[src/include/crf_pkg.sv]
// Shared constants and carrier types for the CPU programmer's register file
package crf_pkg;

    // ==========================================================
    // Widths, reset values and fixed addresses
    // ==========================================================
    localparam int CRF_DW = 8;
    localparam int CRF_AW = 16;
    localparam logic [7:0] CRF_H_RST = 8'h00;
    localparam logic [15:0] CRF_SP_RST = 16'h00FF;
    localparam logic [15:0] CRF_PC_RST = 16'h0000;
    localparam logic [15:0] CRF_VEC_HI_ADDR = 16'hFFFE;
    localparam logic [15:0] CRF_VEC_LO_ADDR = 16'hFFFF;
    localparam logic [7:0] CRF_RSP_LOW = 8'hFF;
    localparam logic [7:0] CRF_DIR_PAGE = 8'h00;
    localparam logic [2:0] CRF_CALL_BYTES = 3'h2;
    localparam logic [2:0] CRF_INT_BYTES = 3'h4;

    // ==========================================================
    // Command, address mode and low index byte operations
    // ==========================================================
    typedef enum logic [4:0] {
        CRF_NOP, CRF_FETCH, CRF_JMP, CRF_BRA, CRF_LDA, CRF_STA,
        CRF_ALUA, CRF_LDX, CRF_XOP, CRF_TAX, CRF_TXA, CRF_LDHX,
        CRF_AIS, CRF_RSP, CRF_PSH, CRF_PUL, CRF_CALL, CRF_INTR,
        CRF_RTS, CRF_MUL, CRF_DIV
    } crf_op_t;

    typedef enum logic [1:0] {
        CRF_AM_DIR, CRF_AM_EXT, CRF_AM_IX
    } crf_am_t;

    typedef enum logic [3:0] {
        CRF_X_CLR, CRF_X_INC, CRF_X_DEC, CRF_X_COM, CRF_X_NEG,
        CRF_X_LSL, CRF_X_LSR, CRF_X_ASR, CRF_X_ROL, CRF_X_ROR
    } crf_xop_t;

    // Load destination while a read is in flight
    typedef enum logic [1:0] {
        CRF_LD_A, CRF_LD_X, CRF_LD_DATA
    } crf_ld_t;

    // Gray along vector fetch into run
    typedef enum logic [2:0] {
        CRF_S_VHI = 3'b000,
        CRF_S_VLO = 3'b001,
        CRF_S_RUN = 3'b011,
        CRF_S_LOAD = 3'b010,
        CRF_S_PUSH = 3'b110,
        CRF_S_PULL = 3'b111
    } crf_st_t;

    typedef struct packed {
        crf_op_t op;
        crf_am_t am;
        crf_xop_t xop;
        logic cin;
        logic taken;
        logic [7:0] imm;
        logic [15:0] addr;
    } crf_cmd_t;

    typedef struct packed {
        logic [15:0] addr;
        logic rd;
        logic wr;
        logic [7:0] wdata;
    } crf_bus_t;

endpackage

[src/logic/crf_xunit.sv]
// Single-operand byte unit for the low index byte
`timescale 1ns/100ps

module crf_xunit import crf_pkg::*; (
    input wire crf_xop_t op_i, // Operation select
    input wire logic [7:0] val_i, // Operand byte
    input wire logic cin_i, // Carry into rotates
    output logic [7:0] res_o // Result byte
);

    // ==========================================================
    // Clear, step, complement, negate, shift and rotate
    // ==========================================================
    always_comb begin
        case (op_i)
            CRF_X_CLR: res_o = 8'h00;
            CRF_X_INC: res_o = val_i + 8'h01;
            CRF_X_DEC: res_o = val_i - 8'h01;
            CRF_X_COM: res_o = ~val_i;
            CRF_X_NEG: res_o = ~val_i + 8'h01;
            CRF_X_LSL: res_o = {val_i[6:0], 1'b0};
            CRF_X_LSR: res_o = {1'b0, val_i[7:1]};
            CRF_X_ASR: res_o = {val_i[7], val_i[7:1]};
            CRF_X_ROL: res_o = {val_i[6:0], cin_i};
            CRF_X_ROR: res_o = {cin_i, val_i[7:1]};
            default: res_o = val_i; // Unused codes keep the byte
        endcase
    end

endmodule // crf_xunit

[src/logic/crf_regs.sv]
// CPU programmer's register file: accumulator, index pair, stack and program counter
`timescale 1ns/100ps

module crf_regs import crf_pkg::*; (
    input wire logic clk_i, // Core clock
    input wire logic rstn_i, // Async reset, active low
    input wire logic cmd_vld_i, // Command present
    input wire crf_cmd_t cmd_i, // Command and operands
    input wire logic [7:0] bus_rdata_i, // Read data, same cycle as rd
    output crf_bus_t bus_o, // Memory bus request
    output logic ready_o, // Ready to take a command this cycle
    output logic [7:0] acc_o, // Accumulator
    output logic [15:0] hx_o, // Index pair
    output logic [15:0] sp_o, // Stack pointer
    output logic [15:0] pc_o, // Program counter
    output logic [7:0] data_o, // Last fetched byte
    output logic data_vld_o, // Fetched byte pulse
    output logic div_err_o // Last divide failed
);

    // ==========================================================
    // State
    // ==========================================================
    typedef struct packed {
        crf_st_t st;
        logic [7:0] acc;
        logic [7:0] xh;
        logic [7:0] xl;
        logic [15:0] sp;
        logic [15:0] pc;
        crf_bus_t bus;
        crf_ld_t ld;
        logic [2:0] k;
        logic [2:0] len;
        logic [15:0] tgt;
        logic [7:0] data;
        logic dvld;
        logic derr;
        logic rdy;
    } crf_state_t;

    crf_state_t s_q;
    crf_state_t s_d;
    logic take;
    logic [15:0] hx;
    logic [15:0] ea;
    logic [15:0] imm_sx;
    logic [7:0] xres;
    logic [15:0] prod;
    logic [15:0] dvd;
    logic [7:0] dvs;
    logic [15:0] quo;
    logic [15:0] rem;

    assign take = cmd_vld_i && s_q.rdy;
    assign hx = {s_q.xh, s_q.xl};
    assign imm_sx = {{8{cmd_i.imm[7]}}, cmd_i.imm};

    // Effective address; all forms are 16-bit in one space
    always_comb begin
        if (cmd_i.am == CRF_AM_DIR) begin
            ea = {CRF_DIR_PAGE, cmd_i.imm};
        end else if (cmd_i.am == CRF_AM_IX) begin
            ea = hx + {8'h00, cmd_i.imm};
        end else begin
            ea = cmd_i.addr;
        end
    end

    // Low index byte unit
    crf_xunit u_xunit (
        .op_i(cmd_i.xop),
        .val_i(s_q.xl),
        .cin_i(cmd_i.cin),
        .res_o(xres)
    );

    // Multiply and divide; divisor forced nonzero to keep the divider defined
    assign prod = {8'h00, s_q.xl} * {8'h00, s_q.acc};
    assign dvd = {s_q.xh, s_q.acc};
    assign dvs = (s_q.xl == 8'h00) ? 8'h01 : s_q.xl;
    assign quo = dvd / {8'h00, dvs};
    assign rem = dvd % {8'h00, dvs};

    // Byte pushed at step k: return address low, high, then index, acc
    function automatic logic [7:0] push_byte(input logic [2:0] k,
            input logic [15:0] ret, input logic [7:0] x, input logic [7:0] a);
        case (k)
            3'h0: push_byte = ret[7:0];
            3'h1: push_byte = ret[15:8];
            3'h2: push_byte = x;
            default: push_byte = a;
        endcase
    endfunction

    // ==========================================================
    // Next state
    // ==========================================================
    always_comb begin
        s_d = s_q;
        s_d.bus.rd = 1'b0;
        s_d.bus.wr = 1'b0;
        s_d.dvld = 1'b0;
        case (s_q.st)
            CRF_S_VHI: begin
                s_d.pc[15:8] = bus_rdata_i;
                s_d.bus.addr = CRF_VEC_LO_ADDR;
                s_d.bus.rd = 1'b1;
                s_d.st = CRF_S_VLO;
            end
            CRF_S_VLO: begin
                s_d.pc[7:0] = bus_rdata_i;
                s_d.st = CRF_S_RUN;
            end
            CRF_S_LOAD: begin
                if (s_q.ld == CRF_LD_A) begin
                    s_d.acc = bus_rdata_i;
                end else if (s_q.ld == CRF_LD_X) begin
                    s_d.xl = bus_rdata_i;
                end else begin
                    s_d.data = bus_rdata_i;
                    s_d.dvld = 1'b1;
                end
                s_d.st = CRF_S_RUN;
            end
            CRF_S_PUSH: begin
                // Writes at the free slot, then steps down
                s_d.bus.addr = s_q.sp;
                s_d.bus.wr = 1'b1;
                s_d.bus.wdata = push_byte(s_q.k, s_q.pc, s_q.xl, s_q.acc);
                s_d.sp = s_q.sp - 16'h0001;
                s_d.k = s_q.k + 3'h1;
                if (s_q.k + 3'h1 == s_q.len) begin
                    s_d.pc = s_q.tgt;
                    s_d.st = CRF_S_RUN;
                end
            end
            CRF_S_PULL: begin
                // High byte was pushed last, so it comes back first
                if (s_q.k == 3'h0) begin
                    s_d.pc[15:8] = bus_rdata_i;
                    s_d.bus.addr = s_q.sp + 16'h0001;
                    s_d.bus.rd = 1'b1;
                    s_d.sp = s_q.sp + 16'h0001;
                    s_d.k = 3'h1;
                end else begin
                    s_d.pc[7:0] = bus_rdata_i;
                    s_d.st = CRF_S_RUN;
                end
            end
            default: begin
                if (take) begin
                    case (cmd_i.op)
                        CRF_FETCH: begin
                            s_d.bus.addr = s_q.pc;
                            s_d.bus.rd = 1'b1;
                            s_d.pc = s_q.pc + 16'h0001;
                            s_d.ld = CRF_LD_DATA;
                            s_d.st = CRF_S_LOAD;
                        end
                        CRF_JMP: s_d.pc = cmd_i.addr;
                        CRF_BRA: begin
                            if (cmd_i.taken) begin
                                s_d.pc = s_q.pc + imm_sx;
                            end
                        end
                        CRF_LDA, CRF_LDX: begin
                            s_d.bus.addr = ea;
                            s_d.bus.rd = 1'b1;
                            s_d.ld = (cmd_i.op == CRF_LDA) ? CRF_LD_A : CRF_LD_X;
                            s_d.st = CRF_S_LOAD;
                        end
                        CRF_STA: begin
                            s_d.bus.addr = ea;
                            s_d.bus.wr = 1'b1;
                            s_d.bus.wdata = s_q.acc;
                        end
                        CRF_ALUA: s_d.acc = cmd_i.imm;
                        CRF_XOP: s_d.xl = xres;
                        CRF_TAX: s_d.xl = s_q.acc;
                        CRF_TXA: s_d.acc = s_q.xl;
                        CRF_LDHX: {s_d.xh, s_d.xl} = cmd_i.addr;
                        CRF_AIS: s_d.sp = s_q.sp + imm_sx;
                        CRF_RSP: s_d.sp[7:0] = CRF_RSP_LOW;
                        CRF_PSH: begin
                            s_d.bus.addr = s_q.sp;
                            s_d.bus.wr = 1'b1;
                            s_d.bus.wdata = s_q.acc;
                            s_d.sp = s_q.sp - 16'h0001;
                        end
                        CRF_PUL: begin
                            s_d.bus.addr = s_q.sp + 16'h0001;
                            s_d.bus.rd = 1'b1;
                            s_d.sp = s_q.sp + 16'h0001;
                            s_d.ld = CRF_LD_A;
                            s_d.st = CRF_S_LOAD;
                        end
                        CRF_CALL, CRF_INTR: begin
                            s_d.tgt = cmd_i.addr;
                            s_d.k = 3'h0;
                            s_d.len = (cmd_i.op == CRF_CALL) ? CRF_CALL_BYTES
                                : CRF_INT_BYTES;
                            s_d.st = CRF_S_PUSH;
                        end
                        CRF_RTS: begin
                            s_d.bus.addr = s_q.sp + 16'h0001;
                            s_d.bus.rd = 1'b1;
                            s_d.sp = s_q.sp + 16'h0001;
                            s_d.k = 3'h0;
                            s_d.st = CRF_S_PULL;
                        end
                        CRF_MUL: {s_d.xl, s_d.acc} = prod;
                        CRF_DIV: begin
                            // Zero divisor or wide quotient leaves A and H alone
                            if (s_q.xl == 8'h00 || quo[15:8] != 8'h00) begin
                                s_d.derr = 1'b1;
                            end else begin
                                s_d.derr = 1'b0;
                                s_d.acc = quo[7:0];
                                s_d.xh = rem[7:0];
                            end
                        end
                        default: s_d.st = CRF_S_RUN;
                    endcase
                end
            end
        endcase
        s_d.rdy = (s_d.st == CRF_S_RUN);
    end

    // ==========================================================
    // Registers; A and X keep their contents through reset
    // ==========================================================
    always_ff @(posedge clk_i or negedge rstn_i) begin
        if (!rstn_i) begin
            s_q.st <= CRF_S_VHI;
            s_q.xh <= CRF_H_RST;
            s_q.sp <= CRF_SP_RST;
            s_q.pc <= CRF_PC_RST;
            s_q.bus <= '{addr: CRF_VEC_HI_ADDR, rd: 1'b1, wr: 1'b0, wdata: 8'h00};
            s_q.ld <= CRF_LD_A;
            s_q.k <= 3'h0;
            s_q.len <= 3'h0;
            s_q.tgt <= 16'h0000;
            s_q.data <= 8'h00;
            s_q.dvld <= 1'b0;
            s_q.derr <= 1'b0;
            s_q.rdy <= 1'b0;
        end else begin
            s_q <= s_d;
        end
    end

    // Register outputs; none is decoded from the bus address
    assign bus_o = s_q.bus;
    assign ready_o = s_q.rdy;
    assign acc_o = s_q.acc;
    assign hx_o = hx;
    assign sp_o = s_q.sp;
    assign pc_o = s_q.pc;
    assign data_o = s_q.data;
    assign data_vld_o = s_q.dvld;
    assign div_err_o = s_q.derr;
endmodule // crf_regs

[config.mk]
export PLATFORM = sky130hd
export DESIGN_NAME = crf_regs
export DESIGN_NICKNAME = d
export VERILOG_FILES = /design/src/include/crf_pkg.sv /design/src/logic/crf_xunit.sv /design/src/logic/crf_regs.sv
export SDC_FILE = /design/constraint.sdc
export NUM_CORES = 1
export LEC_CHECK = 0
export BUFFER_PORTS_ARGS = -buffer_cell sky130_fd_sc_hd__clkbuf_2
export CAP_MARGIN = 20
export CORE_ASPECT_RATIO = 1.25
export CORE_MARGIN = 2
export CORE_UTILIZATION = 60
export DETAILED_ROUTE_END_ITERATION = 8
export PLACE_DENSITY = 0.78
export SLEW_MARGIN = 20
export SYNTH_ARGS = -nofsm -noshare
export SYNTH_HDL_FRONTEND = slang
export SYNTH_SLANG_ARGS = --single-unit
[constraint.sdc]
create_clock -name clk_i -period 41.5 [get_ports clk_i]
set_input_delay 10.375 -clock clk_i [delete_from_list [all_inputs] [get_ports clk_i]]
set_output_delay 10.375 -clock clk_i [all_outputs]
set_load 0.05 [all_outputs]
# == After elaboration in Yosys (flattened, before gate mapping) ==
# Cells that the tools add are included.
# op_classes
reduce_logical,56
div,2
bitwise,9
add_sub_neg,10
eq_ne,52
n_mux,47
mul,1
# op_table
operator,n
$pmux 8 s4,5
$pmux 16 s4,2
$mux 109,1
$pmux 16 s3,2
$mux 16,5
$pmux 8 s10,1
$pmux 8 s2,3
$pmux 8 s3,2
$eq 5x4->1 const B,8
$mux 8,5
$add 16x1->16 const B,2
$add 16x16->16,2
$eq 5x5->1 const B,5
$mux 24,1
$pmux 3 s4,2
$eq 5x3->1 const B,4
$reduce_and 4->1,5
$mux 19,1
$pmux 9 s2,1
$reduce_and 6->1,3
$reduce_bool 6->1,3
$mux 17,1
$add 16x8->16,1
$add 8x1->8 const B,2
other kinds (51),110
# totals
register_bits,120
wordCells,198
out_inout_bits,93
inputBits,48

# == Depth between registers and ports, before layout ==
# Gate-level depths: netlist (run 1).
# logic_depth
word_depth,10
depth_mapped,152
mapped_depth_nobuf,140

# == Cells and area by module ==
# A second synthesis (run 1) with hierarchy kept.
# unflattened
cells_unflattened,2568
area_unflattened_um2,19678.9
# by_module_without_submodules
mod,seq_area_each_um2,instances,area_per_inst_um2,cells_per_inst
crf_regs,3088.0,1,18680.4,2407
crf_xunit,0.0,1,998.5,161

# == Worst setup path before layout (run 1) ==
# Ideal clock, no wire load.
# synth_path
kind,reg2reg
startpoint,"reg s_q, in the netlist hx_o[1]"
endpoint,"reg s_q, in the netlist acc_o[0] (data pin)"
n_path_buf,12
arrival_ns,29.308
period_less_slack_ns,29.570
path_slack_ns,11.930
setup_time_ns,0.263
path_stages_with_launch,146
path_cell_list,edfxtp_1 clkbuf_1 clkinv_1 ha_1 nor3b_1 a21oi_1 ha_1 nor4b_1 nor2_1 a31o_2 ha_1 a21oi_1 a211oi_4 a2111oi_1 nor2_1 ha_1 a21oi_1 a21oi_1 (+110 left out) nand3_1 clkbuf_1 nor2_1 a21oi_1 fa_1 a21o_1 a21o_1 a21o_1 a21oi_1 o21ai_0 a21o_1 a21oi_1 o2111ai_1 nor2b_1 nand4b_1 buf_6 a221oi_1 o21ai_0
# synth_lines
item,line_no,rtl
start: declaration,crf_regs.sv:42,crf_state_t s_q;

# == Worst setup path after layout (run 1) ==
# layout_path
startpoint,"reg s_q, in the netlist hx_o[0]"
endpoint,"reg s_q, in the netlist hx_o[15]"
# layout_between
elab_chain_cells,7
# layout_rtl
item,line_no,rtl
$logic_not 8->1,"crf_regs.sv:81, crf_regs.sv:215",
$mux 8,crf_regs.sv:81,assign dvs = (s_q.xl == 8'h00) ? 8'h01 : s_q.xl;
$div 16x8->16,crf_regs.sv:82,"assign quo = dvd / {8'h00, dvs};"
$reduce_bool 8->1,crf_regs.sv:215,if (s_q.xl == 8'h00 || quo[15:8] != 8'h00) begin
$logic_or 1x1->1,crf_regs.sv:215,
$ne 2x2->1 (no line),n/a,
$reduce_and 4->1 (no line),n/a,
# Several ways; a longest one is shown, not always the timed one. The select of a mux whose other input is x is not followed.
# A chain may end at the register's enable or synchronous reset.

==> results of run 1 <==
[registers in the layout, summed over array words and instances (netlist names)]
| name | count |
|---|---|
| bus_o | 26 |
| sp_o | 16 |
| acc_o | 8 |
| data_o | 8 |
| div_err_o | 1 |
| hx_o | 16 |
| pc_o | 16 |
| s_q | 26 |
| ready_o | 1 |
| data_vld_o | 1 |
[layout by cell type (no fill, tap or decap), types with 12 or more instances in the layout]
cell       count
a211oi_1      14
a21o_1        39
a21oi_1      200
a221o_1       18
a221oi_1      37
a222oi_1      23
a22o_1        18
a22oi_1       19
a31oi_1       16
and2_1        29
buf_4         36
clkbuf_16     18
clkbuf_2     139
dfrtp_1       78
dfstp_2       24
edfxtp_1      16
fa_1          40
ha_1         178
inv_1        140
mux2_2        53
mux2i_1       41
nand2_1      187
nand2b_1      19
nand3_1       46
nor2_1       234
nor2b_1       21
nor3_1        76
o211ai_1      21
o21a_1        40
o21ai_0      143
o21bai_1      34
o221ai_1      12
o22ai_1       24
o31ai_1       16
or2_2         15
or3_1         23
xnor2_1       84
xor2_1        44
[kinds of logic after synthesis]
group / Yosys count
AOI/OAI and AO/OA: 774
and+or+nand+nor: 716
buffers and inverters: 372
adders and majority gates: 218
xor gates and xnor gates: 128
DFF: 119
muxes: 101
[metal layers]
layer	GRT usage, %	vias to the layer above	wire length (um)
met5	0	-	0
met4	30.6	0	6160
met3	8.19	368	6370
met2	65.6	1165	30300
met1	45.7	9011	24200
li1	-	8727	-
[cell type report]
cell class	instances	area (um2)	share of cell area, %
multi-input cells	1937	14000	71.0
flip-flops and latches	119	3090	15.7
repair buffers	175	966	4.90
inverters	143	537	2.72
well taps	407	509	2.58
clock buffers	18	450	2.28
clock inverters	14	161	0.819
diodes	1	2.50	0.0127
[final timing paths]
kind / startpoint / end / slack (ps) / depth (start not counted)
max: hx_o[0] / hx_o[15] / 7510 / 138
max reg2reg: hx_o[0] / hx_o[15] / 7510 / 138
min: bus_o[22] / bus_o[22] / 500 / 2
min reg2reg: bus_o[22] / bus_o[22] / 500 / 2
min in group asynchronous: rstn_i / sp_o[10] / 9960 / 1
max in group asynchronous: rstn_i / bus_o[5] / 30270 / 2
[through the flow]
stage	hold slack (ps)	instance area (um2)	setup WS [ps]
after detailed placement	493	19100	8250
after floorplan	470	18900	11930
after global routing	513	19700	4830
after global placement	484	19100	9580
after CTS	504	19700	8150
final	503	19700	7510
[worst register-to-register path, delay by kind of cell (launching register included)]
kind,cells,cell delay [ps]
muxes,2,750
and+or+nand+nor,42,9750
AOI/OAI and AO/OA,74,17270
xor gates and xnor gates,1,170
DFF,1,380
buffers and inverters,3,570
adders and majority gates,16,5020
==> reports/results.txt, run 1 <==
The flow ran to the end, and the final reports show no timing, DRC or antenna violations. Clock tree synthesis selected as its root buffer the cell clkbuf_16. The initial utilization of the core area, before any placement, comes to 60.9%. The I/O pin total is 141. The synthesized netlist devotes 16.1% of its cell area to adder and majority cells. The share of the synthesized netlist area taken by xor and xnor gates is 5.94%, and the CTS H-tree depth is 4. Adding up every negative setup slack in the final design gives 0 ps.

Measured along the x axis, the die boundary spans 163 um. The hold violation total from the final report is 0, and the number of instances in the synthesized netlist is 2428. The top flip-flop cell by instance count after synthesis was dfrtp_1. The leading area contributor after synthesis was ha_1. In this run, post-CTS hold repair placed 0 buffers. Global routing finished with a remaining overflow of 0. The number of enable-type register cells in the synthesized netlist came out at 16.

Row generation in the floorplan step produced 72 rows. The total number of nets in the final design came out at 2659. Global routing used 40.0% of the available tracks. The number of global-route vias before repair came out at 18900. The main combinational cell family by area after synthesis is compound AO/OA/AOI/OAI gates.

In the final layout, the share of cells above drive strength 1 is 14.2%. The number of I/O port buffers was 140. After clock tree synthesis, the setup repair step added 0 buffers. The combined buffer and inverter count along the critical path was 3; the arrival time of the worst setup path was 34330 ps. The routed layout has 19300 vias. The critical path's top delay family is compound AO/OA/AOI/OAI gates. Along the worst path, the maximum fanout reaches 16.

For this design, the slowest cell found on the critical path is nor2_1. Number of nets produced by synthesis: 2694. The tools report the nature of the critical path startpoint as a register.

After detailed routing, the number of remaining DRC violations is 0. Post-CTS repair changed the size of 0 cells. The worst setup path is captured at a register. Timing would allow up to 29.4 MHz. The clock-pin slew reported for the worst setup and hold paths after clock tree synthesis is 60 ps, and the count of placed standard cells including taps is 2781.

The share of synthesized registers carrying an async set or reset was 86.6%. A synthesized cell averages 7.77 um2. The clock latency on the worst-skew pair was 440 ps; the number of violations of the max-capacitance limit was 0. The wire-length estimate of the detail-placed layout is 50300 um. For the initial antenna violation count, the log shows 1. At the pin with the least slew margin, the transition time is 1120 ps. The first global-routing pass estimated 103000 um of wire.

From synthesis to final layout, the design area changed by 4.52%. TritonCTS created 17 clock buffers. Using the TritonRoute via totals, the vias-per-cell ratio works out to 6.85. In the post-synthesis netlist, the biggest area contributors are ha_1 (12%), dfrtp_1 (10%), a21oi_1 (5.3%). Measured along the y axis, the die boundary spans 202 um. In this run, distinct cell masters in the synthesized netlist total 105. In this run the tightest slew margin relative to its limit is 24.8%.

The floorplan step defined a die boundary enclosing 32900 um2. Placeable core region: 31000 um2. The final instance count without filler cells was 2814. Period utilization: 81.9%. Total wire length after detailed routing: 67100 um. The clock period could shrink to 33990 ps.

Summed over its instances, the top area cell type makes up 11.8% of the synthesized netlist area. Setup violations remaining at the end of the flow were counted as 0. Worst hold-check path type: reg -> reg. The final weighted congestion in routability-driven placement was 1.02; the antenna violation net count after detailed routing was 0.

Setup repair after global routing left no endpoint under its margin. In the final routed layout, each cell accounts on average for 23.8 um. The number of fill cells in the layout was 2803. TritonCTS built the clock tree.

The maximum single-stage delay on the critical path is 640 ps, and the setup clock skew after layout is 8.60 ps. Once layout is complete, the utilization of the core stands at 63.6%. By instance count, the leading cell after synthesis is nor2_1. Counting instances in the post-synthesis netlist gives the leading cell types as nor2_1 (234), a21oi_1 (201), nand2_1 (187).

The first TritonRoute pass finished after 8 iterations. Summing every instance area after synthesis gives 18900 um2. In the synthesized netlist, mux cells make up 5.90% of the area.

Clock tree synthesis found a total of 119 sinks. The clock passes through at most 2 buffers. The first routing iteration left 1897 violations. The data required time of the critical path came out at 41840 ps. The run gives 0 as the max-slew violation total from the final report.

The share of the Yosys chip area taken by registers is 16.4%. The worst setup path is of the reg -> reg kind. Yosys printed 0 warnings. Simple logic cell fraction of the synthesized area: 18.0%. Summing the areas of all compound-gate instances in the mapped netlist gives 28.2% of the synthesized area. After synthesis the netlist holds a flip-flop and latch count of 119. Entering global routing, the biggest net connects 61 pins.
Power of run 1 is not shown: default switching activity piles up to over one toggle a cycle in this logic, so the estimate is an artifact.
==> run 2: changes to the inputs <==
--- a/config.mk
+++ b/config.mk
@@ -9,9 +9,9 @@
 export CAP_MARGIN = 20
 export CORE_ASPECT_RATIO = 1.25
 export CORE_MARGIN = 2
-export CORE_UTILIZATION = 60
+export CORE_UTILIZATION = 57
 export DETAILED_ROUTE_END_ITERATION = 8
-export PLACE_DENSITY = 0.78
+export PLACE_DENSITY = 0.77
 export SLEW_MARGIN = 20
 export SYNTH_ARGS = -nofsm -noshare
 export SYNTH_HDL_FRONTEND = slang
==> constraint.sdc (replaced) <==
create_clock -name clk_i -period 27.4 [get_ports clk_i]
set_input_delay 6.85 -clock clk_i [delete_from_list [all_inputs] [get_ports clk_i]]
set_output_delay 6.85 -clock clk_i [all_outputs]
set_load 0.05 [all_outputs]
==> run 2 against run 1 <==
Worst hold slack about the same; fmax up 25%; die area up 5.1%; flip-flop and latch count unchanged; non-clock buffer count up 163; final area up 12%; clock skew up 3.6 ps; register-to-register slack worse by 7300 ps; clock-buffer cell count down 1; highest routed layer unchanged.
==> reports/results.txt, run 2 (same netlist as run 1, synthesis figures left out) <==
Entering global routing, the biggest net connects 65 pins. Max-cap violations in this run came to 0. The finished layout holds 2988 standard cells, fillers aside. For the total wire length after detailed routing, the log shows 71400 um. In this run the worst path has a maximum fanout of 8. The most frequent cell on the critical path is o21a_1. Measured on the finished design, the core utilization comes to 67.3%. TritonCTS built the clock tree. The post-layout minimum cycle time was 27170 ps. For this run, the slowest stage of the critical path takes 530 ps. The combined buffer and inverter count along the critical path was 6. The maximum root-to-sink buffer count came out at 2.

The classification of the worst setup path was reg -> reg. For the placeable core region, the log shows 32700 um2. The clock latency on the worst-skew pair was 460 ps.

Including well taps, the total number of placed cells is 2881. Setup violations remaining at the end of the flow were counted as 0. The floorplan step set the die height to 207 um. The run finished with clean final reports.

The number of hold buffers added after cts came out at 0. The critical path's top delay family is compound AO/OA/AOI/OAI gates. For this run, the total global-route usage over all layers was measured as 39.3%. CTS built an H-tree with a depth of 4. Chip width: 167 um. The hold violation total from the final report was 0.

The count of unresolved DRC violations after routing is 0, and the data required time of the critical path is 27730 ps. Between clock sinks in the finished design, the worst skew comes to 12.2 ps. The DRC violation total after the first TritonRoute iteration came out at 2109.

In this run the worst hold path is classified as reg -> reg. The clock root buffer was clkbuf_16. The antenna violation net count after detailed routing came out at 0. For the worst hold slack after final layout, the log shows 503 ps. The most common cell after layout, fill and taps aside was nor2_1.

Timing analysis after detailed placement gives a worst setup slack of -1410 ps. The per-cell routed wire length is 23.9 um. The net count of the finished layout is 2822.

For the number of global-route vias before repair, the log shows 19900. The top cell types in the final layout, fill and taps aside, are nor2_1 (218), buf_4 (189), nand2_1 (181). In this run the tightest slew margin relative to its limit is 23.2%. For the number of vias in the routed layout, the log shows 20200. The I/O pin total was 141; the die area was 34600 um2.

The congestion estimate from routability-driven global placement came to 1.01. Nature of the critical path startpoint: a register. Derived from the worst setup path, the maximum achievable clock frequency is 36.8 MHz.

Setup repair after global routing could not meet its margin everywhere. The number of I/O port buffers came out at 140. The clock-pin slew reported for the worst setup and hold paths after clock tree synthesis was 70 ps. Worst-margin pin slew: 1140 ps.

Of the cells placed in the final design, the portion with a size suffix greater than 1 is 24.6%. The period utilization was 99.2%. CTS saw 119 sinks. The worst path meets setup with 229 ps of slack. Summed over all layers, the global routing overflow is 0. The tools report the number of CTS-inserted buffers as 17. The logs give 57.7% for the effective utilization at floorplan and 27500 ps for the arrival time of the worst setup path. The tools report the detailed-router iteration count before antenna repair as 7. The cell with the largest stage delay on the worst path is or4bb_4. The first global-routing pass estimated 108000 um of wire. Initial antenna violation count: 3. The worst setup path is captured at a register. For the number of placement rows, the log shows 74. Detailed placement finished with a half-perimeter wire length of 51800 um. For the max-slew violation total from the final report, the log shows 0. From synthesis to final layout, the design area changed by 16.6%. In the routed layout, each cell is associated on average with a via count of 6.75.
[run 2: cell count changes in the layout (fill, tap and decap cells not counted), moves of 10 or more]
cell	before	now
a21oi_1	200	175
a21oi_2	2	21
buf_4	36	189
ha_1	178	148
ha_4	0	25
nor2_1	234	218
nor2_2	0	10
[run 2: what timing repair did]
item / 4_1_cts / 5_1_grt
buffers inserted: 13 / 59
pin swaps: 9 / 122
gates resized for setup: 15 / 153
endpoints found under the hold margin: 0 / 0
endpoints found under the setup margin: 9 / 10
cloned: 0 / 1
[run 2: final timing paths]
path                            startpoint   endpoint  slack (ps)  cells past startpoint
worst max-delay path               hx_o[5]    hx_o[9]         230                    137
worst min-delay path             bus_o[19]  bus_o[19]         500                      2
worst max register to register     hx_o[5]    hx_o[9]         230                    137
worst min register to register   bus_o[19]  bus_o[19]         500                      2
max in group asynchronous           rstn_i   bus_o[5]       19720                      2
min in group asynchronous           rstn_i    sp_o[8]        6430                      1
[run 2: worst reg2reg max path, delay by kind of cell (launching register included)]
family | cells | cell delay [ps]
flip-flops | 1 | 390
multiplexers | 5 | 1600
adder cells (fa/ha/maj) | 15 | 4020
XOR/XNOR | 2 | 240
buffers and inverters | 6 | 1010
AO/OA/AOI/OAI | 71 | 13600
AND/OR/NAND/NOR | 38 | 6230
[run 2: layout make-up]
| type | count | area (um2) |
|---|---|---|
| antenna | 1 | 2.50 |
| clock buffer | 17 | 425 |
| sequential | 119 | 3090 |
| inverter | 143 | 538 |
| fill | 2746 | 10700 |
| tap | 418 | 523 |
| timing repair buffer | 338 | 2220 |
| multi-input combinational | 1937 | 15000 |
| clock inverter | 15 | 164 |
[run 2: per-stage QoR]
step	cell area (um2)	setup TNS [ps]
global route	22000	-8140
detailed placement	19900	-11720
global placement	19900	-3740
CTS	20700	0
floorplan	19000	0
finish	22000	0
[run 2: metal layers]
metal	vias up	track usage [%]	share of wire, %
li1	9059	-	-
met1	9514	43.0	35
met2	1208	66.4	47
met3	393	8.54	9.3
met4	0	29.6	8.7
met5	-	0	0
Power of run 2 is left out for the same reason.
